**config.mk**
```make
export PLATFORM = sky130hd
export DESIGN_NAME = token_host_ctrl
export DESIGN_NICKNAME = d
export VERILOG_FILES = /design/src/token_host_pkg.sv /design/src/token_strobe_timer.sv /design/src/token_host_ctrl.sv
export VERILOG_INCLUDE_DIRS = /design/src /design/src/src
export SDC_FILE = /design/constraint.sdc
export NUM_CORES = 1
export LEC_CHECK = 0
export BUFFER_PORTS_ARGS = -buffer_cell sky130_fd_sc_hd__clkbuf_2
export CORE_AREA = 2 2 54 61
export CTS_CLUSTER_SIZE = 30
export DETAILED_ROUTE_END_ITERATION = 10
export DIE_AREA = 0 0 56 63
export PLACE_DENSITY = 0.71
export SYNTH_ARGS = -nofsm -noshare
export SYNTH_HDL_FRONTEND = slang
export SYNTH_SLANG_ARGS = --single-unit
```
**constraint.sdc**
```tcl
create_clock -name clk -period 4.3 [get_ports clk]
set_clock_uncertainty 0.2 [all_clocks]
set_input_delay 0.86 -clock clk [delete_from_list [all_inputs] [get_ports clk]]
set_output_delay 0.86 -clock clk [all_outputs]
set_load 0.02 [all_outputs]
```
**src/token_host_regs.svh**
```systemverilog
// Purpose: Constants for the token semaphore host controller
// Assumes: 25 MHz clk, one port of a two-port token semaphore device
// Notes:   Pin timing is counted in whole clk cycles
`ifndef TOKEN_HOST_REGS_SVH
`define TOKEN_HOST_REGS_SVH
`define TOKEN_COUNT       8
`define TOKEN_IDX_W       3
`define TOKEN_ADDR_W      15
`define TOKEN_DATA_W      8
`define TOKEN_FREE_BIT    1'b1
`define TOKEN_TAKE_BIT    1'b0
`define CLK_PERIOD_NS     40
`define STROBE_TIME_NS    80
`define STROBE_CYCLES     ((`STROBE_TIME_NS + `CLK_PERIOD_NS - 1) / `CLK_PERIOD_NS)
`define GAP_TIME_NS       40
`define GAP_CYCLES        ((`GAP_TIME_NS + `CLK_PERIOD_NS - 1) / `CLK_PERIOD_NS)
`define CNT_W             4
`define CNT_ZERO          4'h0
`endif

```
**src/token_host_pkg.sv**
```systemverilog
// Purpose: Types for the token semaphore host controller
// Assumes: Included constants header
// Notes:   Commands of the user port
package token_host_pkg;
  typedef enum logic [1:0] {
    cmd_take,
    cmd_release,
    cmd_poll,
    cmd_init_all
  } cmd_t;
endpackage

```
**src/token_strobe_timer.sv**
```systemverilog
// Purpose: Cycle timer that paces strobe phases
// Assumes: Same clock as the controller
// Notes:   busy stays high while the count is nonzero after a load
`include "token_host_regs.svh"
module token_strobe_timer #(
  parameter int CNT_W = `CNT_W
) (
  input  wire logic             clk,
  input  wire logic             rst_n,
  input  wire logic             ce,
  input  wire logic             load,
  input  wire logic [CNT_W-1:0] load_val,
  output logic                  busy
);
  logic [CNT_W-1:0] cnt_reg;
  logic [CNT_W-1:0] cnt_next;

  always_comb begin
    cnt_next = cnt_reg;
    if (load) begin
      cnt_next = load_val;
    end else if (cnt_reg != {CNT_W{1'b0}}) begin
      cnt_next = cnt_reg - {{(CNT_W-1){1'b0}}, 1'b1};
    end
  end

  always_ff @(posedge clk) begin
    if (!rst_n) begin
      cnt_reg <= {CNT_W{1'b0}};
    end else if (ce) begin
      cnt_reg <= cnt_next;
    end
  end

  assign busy = (cnt_reg != {CNT_W{1'b0}});
endmodule

```
**src/token_host_ctrl.sv**
```systemverilog
// Purpose: Host side controller that claims and releases tokens on one port
// Assumes: Device pins are asynchronous; read data is synchronised here
// Notes:   One command at a time; take is write zero then read back
`include "token_host_regs.svh"
module token_host_ctrl
  import token_host_pkg::*;
#(
  parameter int STROBE_CYC = `STROBE_CYCLES,
  parameter int GAP_CYC    = `GAP_CYCLES
) (
  input  wire logic                      clk,
  input  wire logic                      rst_n,
  input  wire logic                      ce,
  input  wire logic                      cmd_valid,
  input  wire token_host_pkg::cmd_t      cmd,
  input  wire logic [`TOKEN_IDX_W-1:0]   cmd_index,
  output logic                           cmd_ready,
  output logic                           done,
  output logic                           granted,
  output logic                           mem_enable_n,
  output logic                           token_space_select_n,
  output logic                           out_enable_n,
  output logic                           write_n,
  output logic [`TOKEN_ADDR_W-1:0]       addr,
  output logic [`TOKEN_DATA_W-1:0]       data_out,
  output logic                           data_oe,
  input  wire logic [`TOKEN_DATA_W-1:0]  data_in
);
  typedef enum logic [2:0] {st_idle, st_wr, st_gap, st_rd, st_end} state_t;

  state_t                  state_reg, state_next;
  cmd_t                    cmd_reg, cmd_next;
  logic [`TOKEN_IDX_W-1:0] idx_reg, idx_next;
  logic                    granted_reg, granted_next;
  logic                    done_reg, done_next;
  logic                    load;
  logic [`CNT_W-1:0]       load_val;
  logic                    busy;
  logic                    d0_meta_reg, d0_sync_reg;

  // Two flops on the device data line before use
  always_ff @(posedge clk) begin
    if (!rst_n) begin
      d0_meta_reg <= 1'b1;
      d0_sync_reg <= 1'b1;
    end else if (ce) begin
      d0_meta_reg <= data_in[0];
      d0_sync_reg <= d0_meta_reg;
    end
  end

  token_strobe_timer #(.CNT_W(`CNT_W)) u_timer (
    .clk      (clk),
    .rst_n    (rst_n),
    .ce       (ce),
    .load     (load),
    .load_val (load_val),
    .busy     (busy)
  );

  always_comb begin
    state_next   = state_reg;
    cmd_next     = cmd_reg;
    idx_next     = idx_reg;
    granted_next = granted_reg;
    done_next    = 1'b0;
    load         = 1'b0;
    load_val     = `CNT_ZERO;
    unique case (state_reg)
      st_idle: begin
        if (cmd_valid) begin
          cmd_next = cmd;
          idx_next = (cmd == cmd_init_all) ? '0 : cmd_index;
          load     = 1'b1;
          load_val = `CNT_W'(STROBE_CYC);
          // Take and release both begin with a write; never read first
          state_next = (cmd == cmd_poll) ? st_rd : st_wr;
        end
      end
      st_wr: begin
        if (!busy) begin
          load     = 1'b1;
          load_val = `CNT_W'(GAP_CYC);
          state_next = st_gap;
        end
      end
      st_gap: begin
        // Strobes off between accesses so the device relatches the flag
        if (!busy) begin
          load     = 1'b1;
          load_val = `CNT_W'(STROBE_CYC);
          if (cmd_reg == cmd_take || cmd_reg == cmd_poll) begin
            state_next = st_rd;
          end else if (cmd_reg == cmd_init_all &&
                       idx_reg != `TOKEN_IDX_W'(`TOKEN_COUNT - 1)) begin
            idx_next   = idx_reg + `TOKEN_IDX_W'(1);
            state_next = st_wr;
          end else begin
            state_next = st_end;
          end
        end
      end
      st_rd: begin
        // Synchroniser delay fits inside the strobe length
        if (!busy) begin
          granted_next = (d0_sync_reg == `TOKEN_TAKE_BIT);
          load         = 1'b1;
          load_val     = `CNT_W'(GAP_CYC);
          state_next   = st_gap;
          cmd_next     = cmd_release;
          if (cmd_reg == cmd_poll || cmd_reg == cmd_take) begin
            cmd_next = cmd_poll;
          end
        end
      end
      st_end: begin
        done_next  = 1'b1;
        state_next = st_idle;
      end
    endcase
    // After read, gap leads to end for poll and take
    if (state_reg == st_gap && !busy && cmd_reg == cmd_poll && state_next == st_rd) begin
      state_next = st_end;
      load       = 1'b0;
    end
    if (state_reg == st_idle && cmd_valid && cmd == cmd_release) begin
      granted_next = 1'b0;
    end
  end

  always_ff @(posedge clk) begin
    if (!rst_n) begin
      state_reg   <= st_idle;
      cmd_reg     <= cmd_take;
      idx_reg     <= '0;
      granted_reg <= 1'b0;
      done_reg    <= 1'b0;
    end else if (ce) begin
      state_reg   <= state_next;
      cmd_reg     <= cmd_next;
      idx_reg     <= idx_next;
      granted_reg <= granted_next;
      done_reg    <= done_next;
    end
  end

  // Pin drive: memory enable always high, token space only when accessing
  assign mem_enable_n         = 1'b1;
  assign token_space_select_n = !(state_reg == st_wr || state_reg == st_rd);
  assign out_enable_n         = (state_reg != st_rd);
  assign write_n              = (state_reg != st_wr);
  assign data_oe              = (state_reg == st_wr);
  assign addr     = {{(`TOKEN_ADDR_W-`TOKEN_IDX_W){1'b0}}, idx_reg};
  // Release and init write one, take writes zero on bit zero
  assign data_out = {`TOKEN_DATA_W{(cmd_reg == cmd_take) ? `TOKEN_TAKE_BIT
                                                         : `TOKEN_FREE_BIT}};
  assign cmd_ready = (state_reg == st_idle);
  assign done      = done_reg;
  assign granted   = granted_reg;

  a_select_enable: assert property (@(posedge clk) disable iff (!rst_n)
    !token_space_select_n |-> mem_enable_n)
    else $error("token access with memory enable low");
  a_read_gap: assert property (@(posedge clk) disable iff (!rst_n)
    ($fell(out_enable_n) && ce) |-> $past(token_space_select_n))
    else $error("read strobe without gap");
  a_write_first: assert property (@(posedge clk) disable iff (!rst_n)
    (state_reg == st_idle && cmd_valid && ce && cmd == cmd_take) |=> !write_n)
    else $error("take did not start with write");
  a_take_zero: assert property (@(posedge clk) disable iff (!rst_n)
    (!write_n && cmd_reg == cmd_take) |-> data_out[0] == 1'b0)
    else $error("take wrote a one");
  a_release_one: assert property (@(posedge clk) disable iff (!rst_n)
    (!write_n && cmd_reg != cmd_take) |-> data_out[0] == 1'b1)
    else $error("release wrote a zero");
  a_addr_range: assert property (@(posedge clk) disable iff (!rst_n)
    addr[`TOKEN_ADDR_W-1:`TOKEN_IDX_W] == '0)
    else $error("high address bits driven");
  c_take: cover property (@(posedge clk) disable iff (!rst_n) done && granted);
  c_fail: cover property (@(posedge clk) disable iff (!rst_n) done && !granted);
  c_init: cover property (@(posedge clk) disable iff (!rst_n)
    cmd_reg == cmd_init_all && idx_reg == `TOKEN_IDX_W'(`TOKEN_COUNT - 1) && !write_n);
endmodule

```
=== Yosys cells after proc, flatten, opt, wreduce, memory -nomap -nowiden ===
Index checks and enable logic that the tools add are counted.

* Register bits: 16
* Bits of input ports: 17
* Output and inout port bits: 31
* Word-level logic and storage cells: 86

* Multiplexer cells: 33
* Add/sub/neg operators: 2
* Equality and inequality tests: 19
* Bitwise operators: 1
* Reductions and logical operators: 23

{| class="wikitable"
|+ Operator list
! kind !! count
|-
| $mux 3 || 11
|-
| $mux 2 || 6
|-
| $pmux 3 s4 || 1
|-
| $ne 2x2->1 const B || 5
|-
| $eq 3x2->1 const B || 3
|-
| $mux 1 || 9
|-
| $eq 2x2->1 const B || 4
|-
| $mux 4 || 2
|-
| $reduce_bool 2->1 || 4
|-
| $logic_and 1x1->1 || 6
|-
| $pmux 2 s3 || 1
|-
| $pmux 3 s2 || 1
|-
| $reduce_and 6->1 || 1
|-
| $pmux 2 s2 || 1
|-
| $reduce_and 4->1 || 1
|-
| $reduce_bool 4->1 || 1
|-
| $sub 4x1->4 const B || 1
|-
| $add 3x1->3 const B || 1
|-
| $eq 3x1->1 const B || 1
|-
| $eq 3x3->1 const B || 1
|-
| $logic_not 3->1 || 1
|-
| $ne 3x1->1 const B || 1
|-
| $ne 3x2->1 const B || 1
|-
| $ne 3x3->1 const B || 1
|-
| other kinds (11) || 13
|}

=== Longest topological paths before layout ===
* Depth after elaboration: 11
* Mapped depth: 7
* Mapped depth without buffers: 6

=== Hierarchy ===
A second synthesis with hierarchy kept.

* Cells, all modules: 160
* Area, all modules: 1281.2 um^2

{| class="wikitable"
|+ Modules (own cells, without submodules)
! module !! cells an instance !! seq. area each (um^2) !! area each (um^2) !! instances
|-
| token_host_ctrl || 125 || 240.2 || 988.4 || 1
|-
| token_strobe_timer || 35 || 80.1 || 292.8 || 1
|}

=== Least setup slack after synthesis ===
Ideal clock, no wire load.

* Path type: reg-to-output
* Start point: register state_reg[0]
* End point: output data_oe
* Arrival: 1.145 ns
* Path buffers: 1
* Data required time: 3.240 ns
* Slack: 2.095 ns
* Cell stages (with the launch flop): 5
* Cell sequence: dfxtp_1 buf_6 nor2b_1 nand2b_1 inv_1

* Longest elaborated chain between the ends: 1

{| class="wikitable"
|+ RTL lines
! item !! line !! source
|-
| start: declaration || token_host_ctrl.sv:31 || <nowiki>state_t state_reg, state_next;</nowiki>
|-
| start signal: assignment || token_host_ctrl.sv:133 || <nowiki>state_reg <= st_idle;</nowiki>
|-
| start signal: assignment || token_host_ctrl.sv:139 || <nowiki>state_reg <= state_next;</nowiki>
|-
| $eq 3x1->1 || token_host_ctrl.sv:152 || <nowiki>assign data_oe = (state_reg == st_wr);</nowiki>
|-
| end: declaration || token_host_ctrl.sv:26 || <nowiki>output logic data_oe,</nowiki>
|}

Every way passes these cells.

=== Final worst setup path ===
Same ends and word-level chain as after synthesis.

==> impl_metrics.csv <==
group,metric,value,unit
run_status,outcome,"completed",
logic_synthesis,synth_area_leaders,"dfxtp_1 26%, buf_4 12%, a21oi_1 4.4%",
cts,cts-root-buf,"clkbuf_4",
global_routing,grt_pass1_vias,985,
global_routing,met1_usage,0.188,
critical_path,ff2ff_path_depth,4,
final_layout,num_antenna_cells,0,
pwr,comb_power_share,0.358,
global_routing,antenna_found_initial,0,
sta,relSlewSlack,0.664,
cts,cts_resized,0,
logic_synthesis,syn_inst,155,
logic_synthesis,synth_seq_area_share,0.257,
logic_synthesis,ys_ff_latch,16,
sta,fmax,0.375,GHz
critical_path,start_kind,"register",
routing,vias,1088,
placed_design,dp_hpwl,1.99,mm
final_layout,drive_above_1_share,0.225,
critical_path,critPathMaxFanout,13,
die,rows,21,
sta,hold_violations,0,
global_routing,grt_max_degree,24,
die,dieArea,3530,µm²
logic_synthesis,ys_dominant_reg_cell,"dfxtp_1",
critical_path,end_kind,"primary output",
logic_synthesis,yosys.area.top_type,"dfxtp_1",
global_routing,grt.total_usage,0.148,
global_routing,grt_overflow_total,0,
final_layout,layout.nets,191,
logic_synthesis,avgSynthCellArea,8.06,µm²
cts,insertion_delay,290,ps
final_layout,largest_register_ff_count,4,
logic_synthesis,synth-edff-count,0,
sta,fin_setup_tns,0,ps
logic_synthesis,yosysMostFrequentCell,"buf_4",
critical_path,startpoint,"state_reg[0]",
die,start_util,0.424,
logic_synthesis,synth_area,1250,µm²
pwr,p_sw_frac,0.386,
routing,wl_per_cell,12.8,µm
critical_path,setup.worst_path.end,"data_oe",
placed_design,port_buffers,27,
logic_synthesis,ys_types,48,
pwr,p_seq_frac,0.410,
cts,clkTransAtPathRegs,100,ps
logic_synthesis,synthTopCellsByCount,"20 x buf_4, 16 x dfxtp_1, 13 x nand2_1",
critical_path,path_class,"reg2out",
routing,ant_nets,0,
pwr,cellPowerDensity,337,nW/µm²
global_routing,grt_pass1_wl,4.32,mm
critical_path,rr_endpoint,"idx_reg[0]",
cts,cts.sinks,16,
cts,cts_tree,"yes",
critical_path,rrSetupSlack,2290,ps
routing,drc,0,
routing,drt-total-wl,2.60,mm
die,die_w,56,µm
die,coreArea,2940,µm²
cts,cts_hold_buf,0,
sta,period_share,0.620,
min_path,hold_class,"reg2reg",
flow_run,cap_viol_max_count,0,
sta,period_minus_slack,2660,ps
global_routing,met3_usage,0.0207,
critical_path,r2r_start,"state_reg[1]",
sta,rsz0062_at_grt,"no",
final_layout,areaGrowthSynthToFinish,4.41,%
pwr,clkPwrFrac,0.232,
critical_path,crit_arrival,1600,ps
global_routing,top_usage_layer,"met2",
die,die_h,63,µm
sta,maxSlewViolCount,0,
min_path,hold_depth,2,
cts,cts_max_path_buffers,2,
pwr,p_int,269,µW
routing,viasPerCell,5.36,
cts,h-tree-depth,1,
cts,cts_buffers,3,
logic_synthesis,async_reset_ff_frac,0,
routing,drtPass1Iterations,3,
sta,setup_viol,0,
sta,worst_slew_pin_slew,503,ps
routing,drt_iter0_drc,23,
pwr,p_sw,170,µW
die,io_pins,48,
cts,cts_setup_buffers,0,
sta,whs,284,ps
pwr,ir_worst_vdd,0.000214,V
pwr,p_leak,0.000572,µW
logic_synthesis,yosysWarnings,0,
critical_path,cp.required,3240,ps
placed_design,place.gp.congestion,0.805,
logic_synthesis,synth_top_area_frac,0.257,
global_routing,use_met2,0.251,
[power by group through the flow]
stage | clock network [µW] | logic (µW) | registers (µW)
finish | 102 | 157 | 180
global route | 111 | 176 | 182
CTS | 105 | 158 | 180
detailed placement | 0 | 158 | 183
global placement | 0 | 155 | 182
floorplan | 0 | 150 | 176
[logic make-up after synthesis]
group / after synthesis / share of synthesized area
adder cells (fa/ha/maj): 4 / 0.0401
buffers and inverters: 37 / 0.187
other: 2 / 0.00601
flip-flops: 16 / 0.257
AND/OR/NAND/NOR: 55 / 0.272
AO/OA/AOI/OAI: 39 / 0.222
multiplexers: 2 / 0.0160
[cell usage in the layout, fill, tap and decap left out, types with 3 or more instances in the layout]
master and instances:
a21oi_1 11, a311oi_1 4, clkbuf_2 27, clkbuf_4 3, conb_1 13, dfxtp_1 16, ha_1 4, inv_1 8
nand2_1 13, nand2b_1 4, nand3_1 8, nand4_1 3, nor2_1 6, o21ai_0 4
[layout make-up]
class / count / area, µm²
clock buffers: 4 / 36.3
flip-flops and latches: 16 / 320
repair buffers: 27 / 135
inverters: 9 / 33.8
multi-input cells: 113 / 736
well taps: 34 / 42.5
fillers: 320 / 1640
[per-layer routing]
layer / share of wire / wire length [µm] / up-vias
li1: - / - / 562
met1: 0.44 / 1140 / 501
met2: 0.51 / 1330 / 21
met3: 0.041 / 106 / 4
met4: 0.010 / 27 / 0
met5: 0 / 0 / -
[how the worst min path moves through the flow]
stage                startpoint     endpoint  slack [ps]
floorplan           d0_meta_reg  d0_meta_reg         240
global placement    d0_meta_reg  d0_meta_reg         250
detailed placement  d0_meta_reg  d0_meta_reg         260
CTS                 d0_meta_reg  d0_meta_reg         290
global route        d0_meta_reg  d0_meta_reg         300
finish              d0_meta_reg  d0_meta_reg         280
[critical path, stage by stage (launching register included)]
cell	delay, ps
dfxtp_1	640
nor2b_1	350
nand2b_1	110
inv_1	60
clkbuf_2	150
[through the flow]
step                      utilization  area (µm²)  total power (µW)  std cells  setup WS, ps
after detailed placement        0.431        1270               341        199          1820
after floorplan                     -        1290               326        166          2100
after CTS                       0.443        1300               443        203          1620
final                           0.443        1300               439        203          1640
after global placement          0.431        1270               337        199          1860
after global routing            0.443        1300               469        203          1470
No activity file was read; power rests on OpenSTA's default activity.
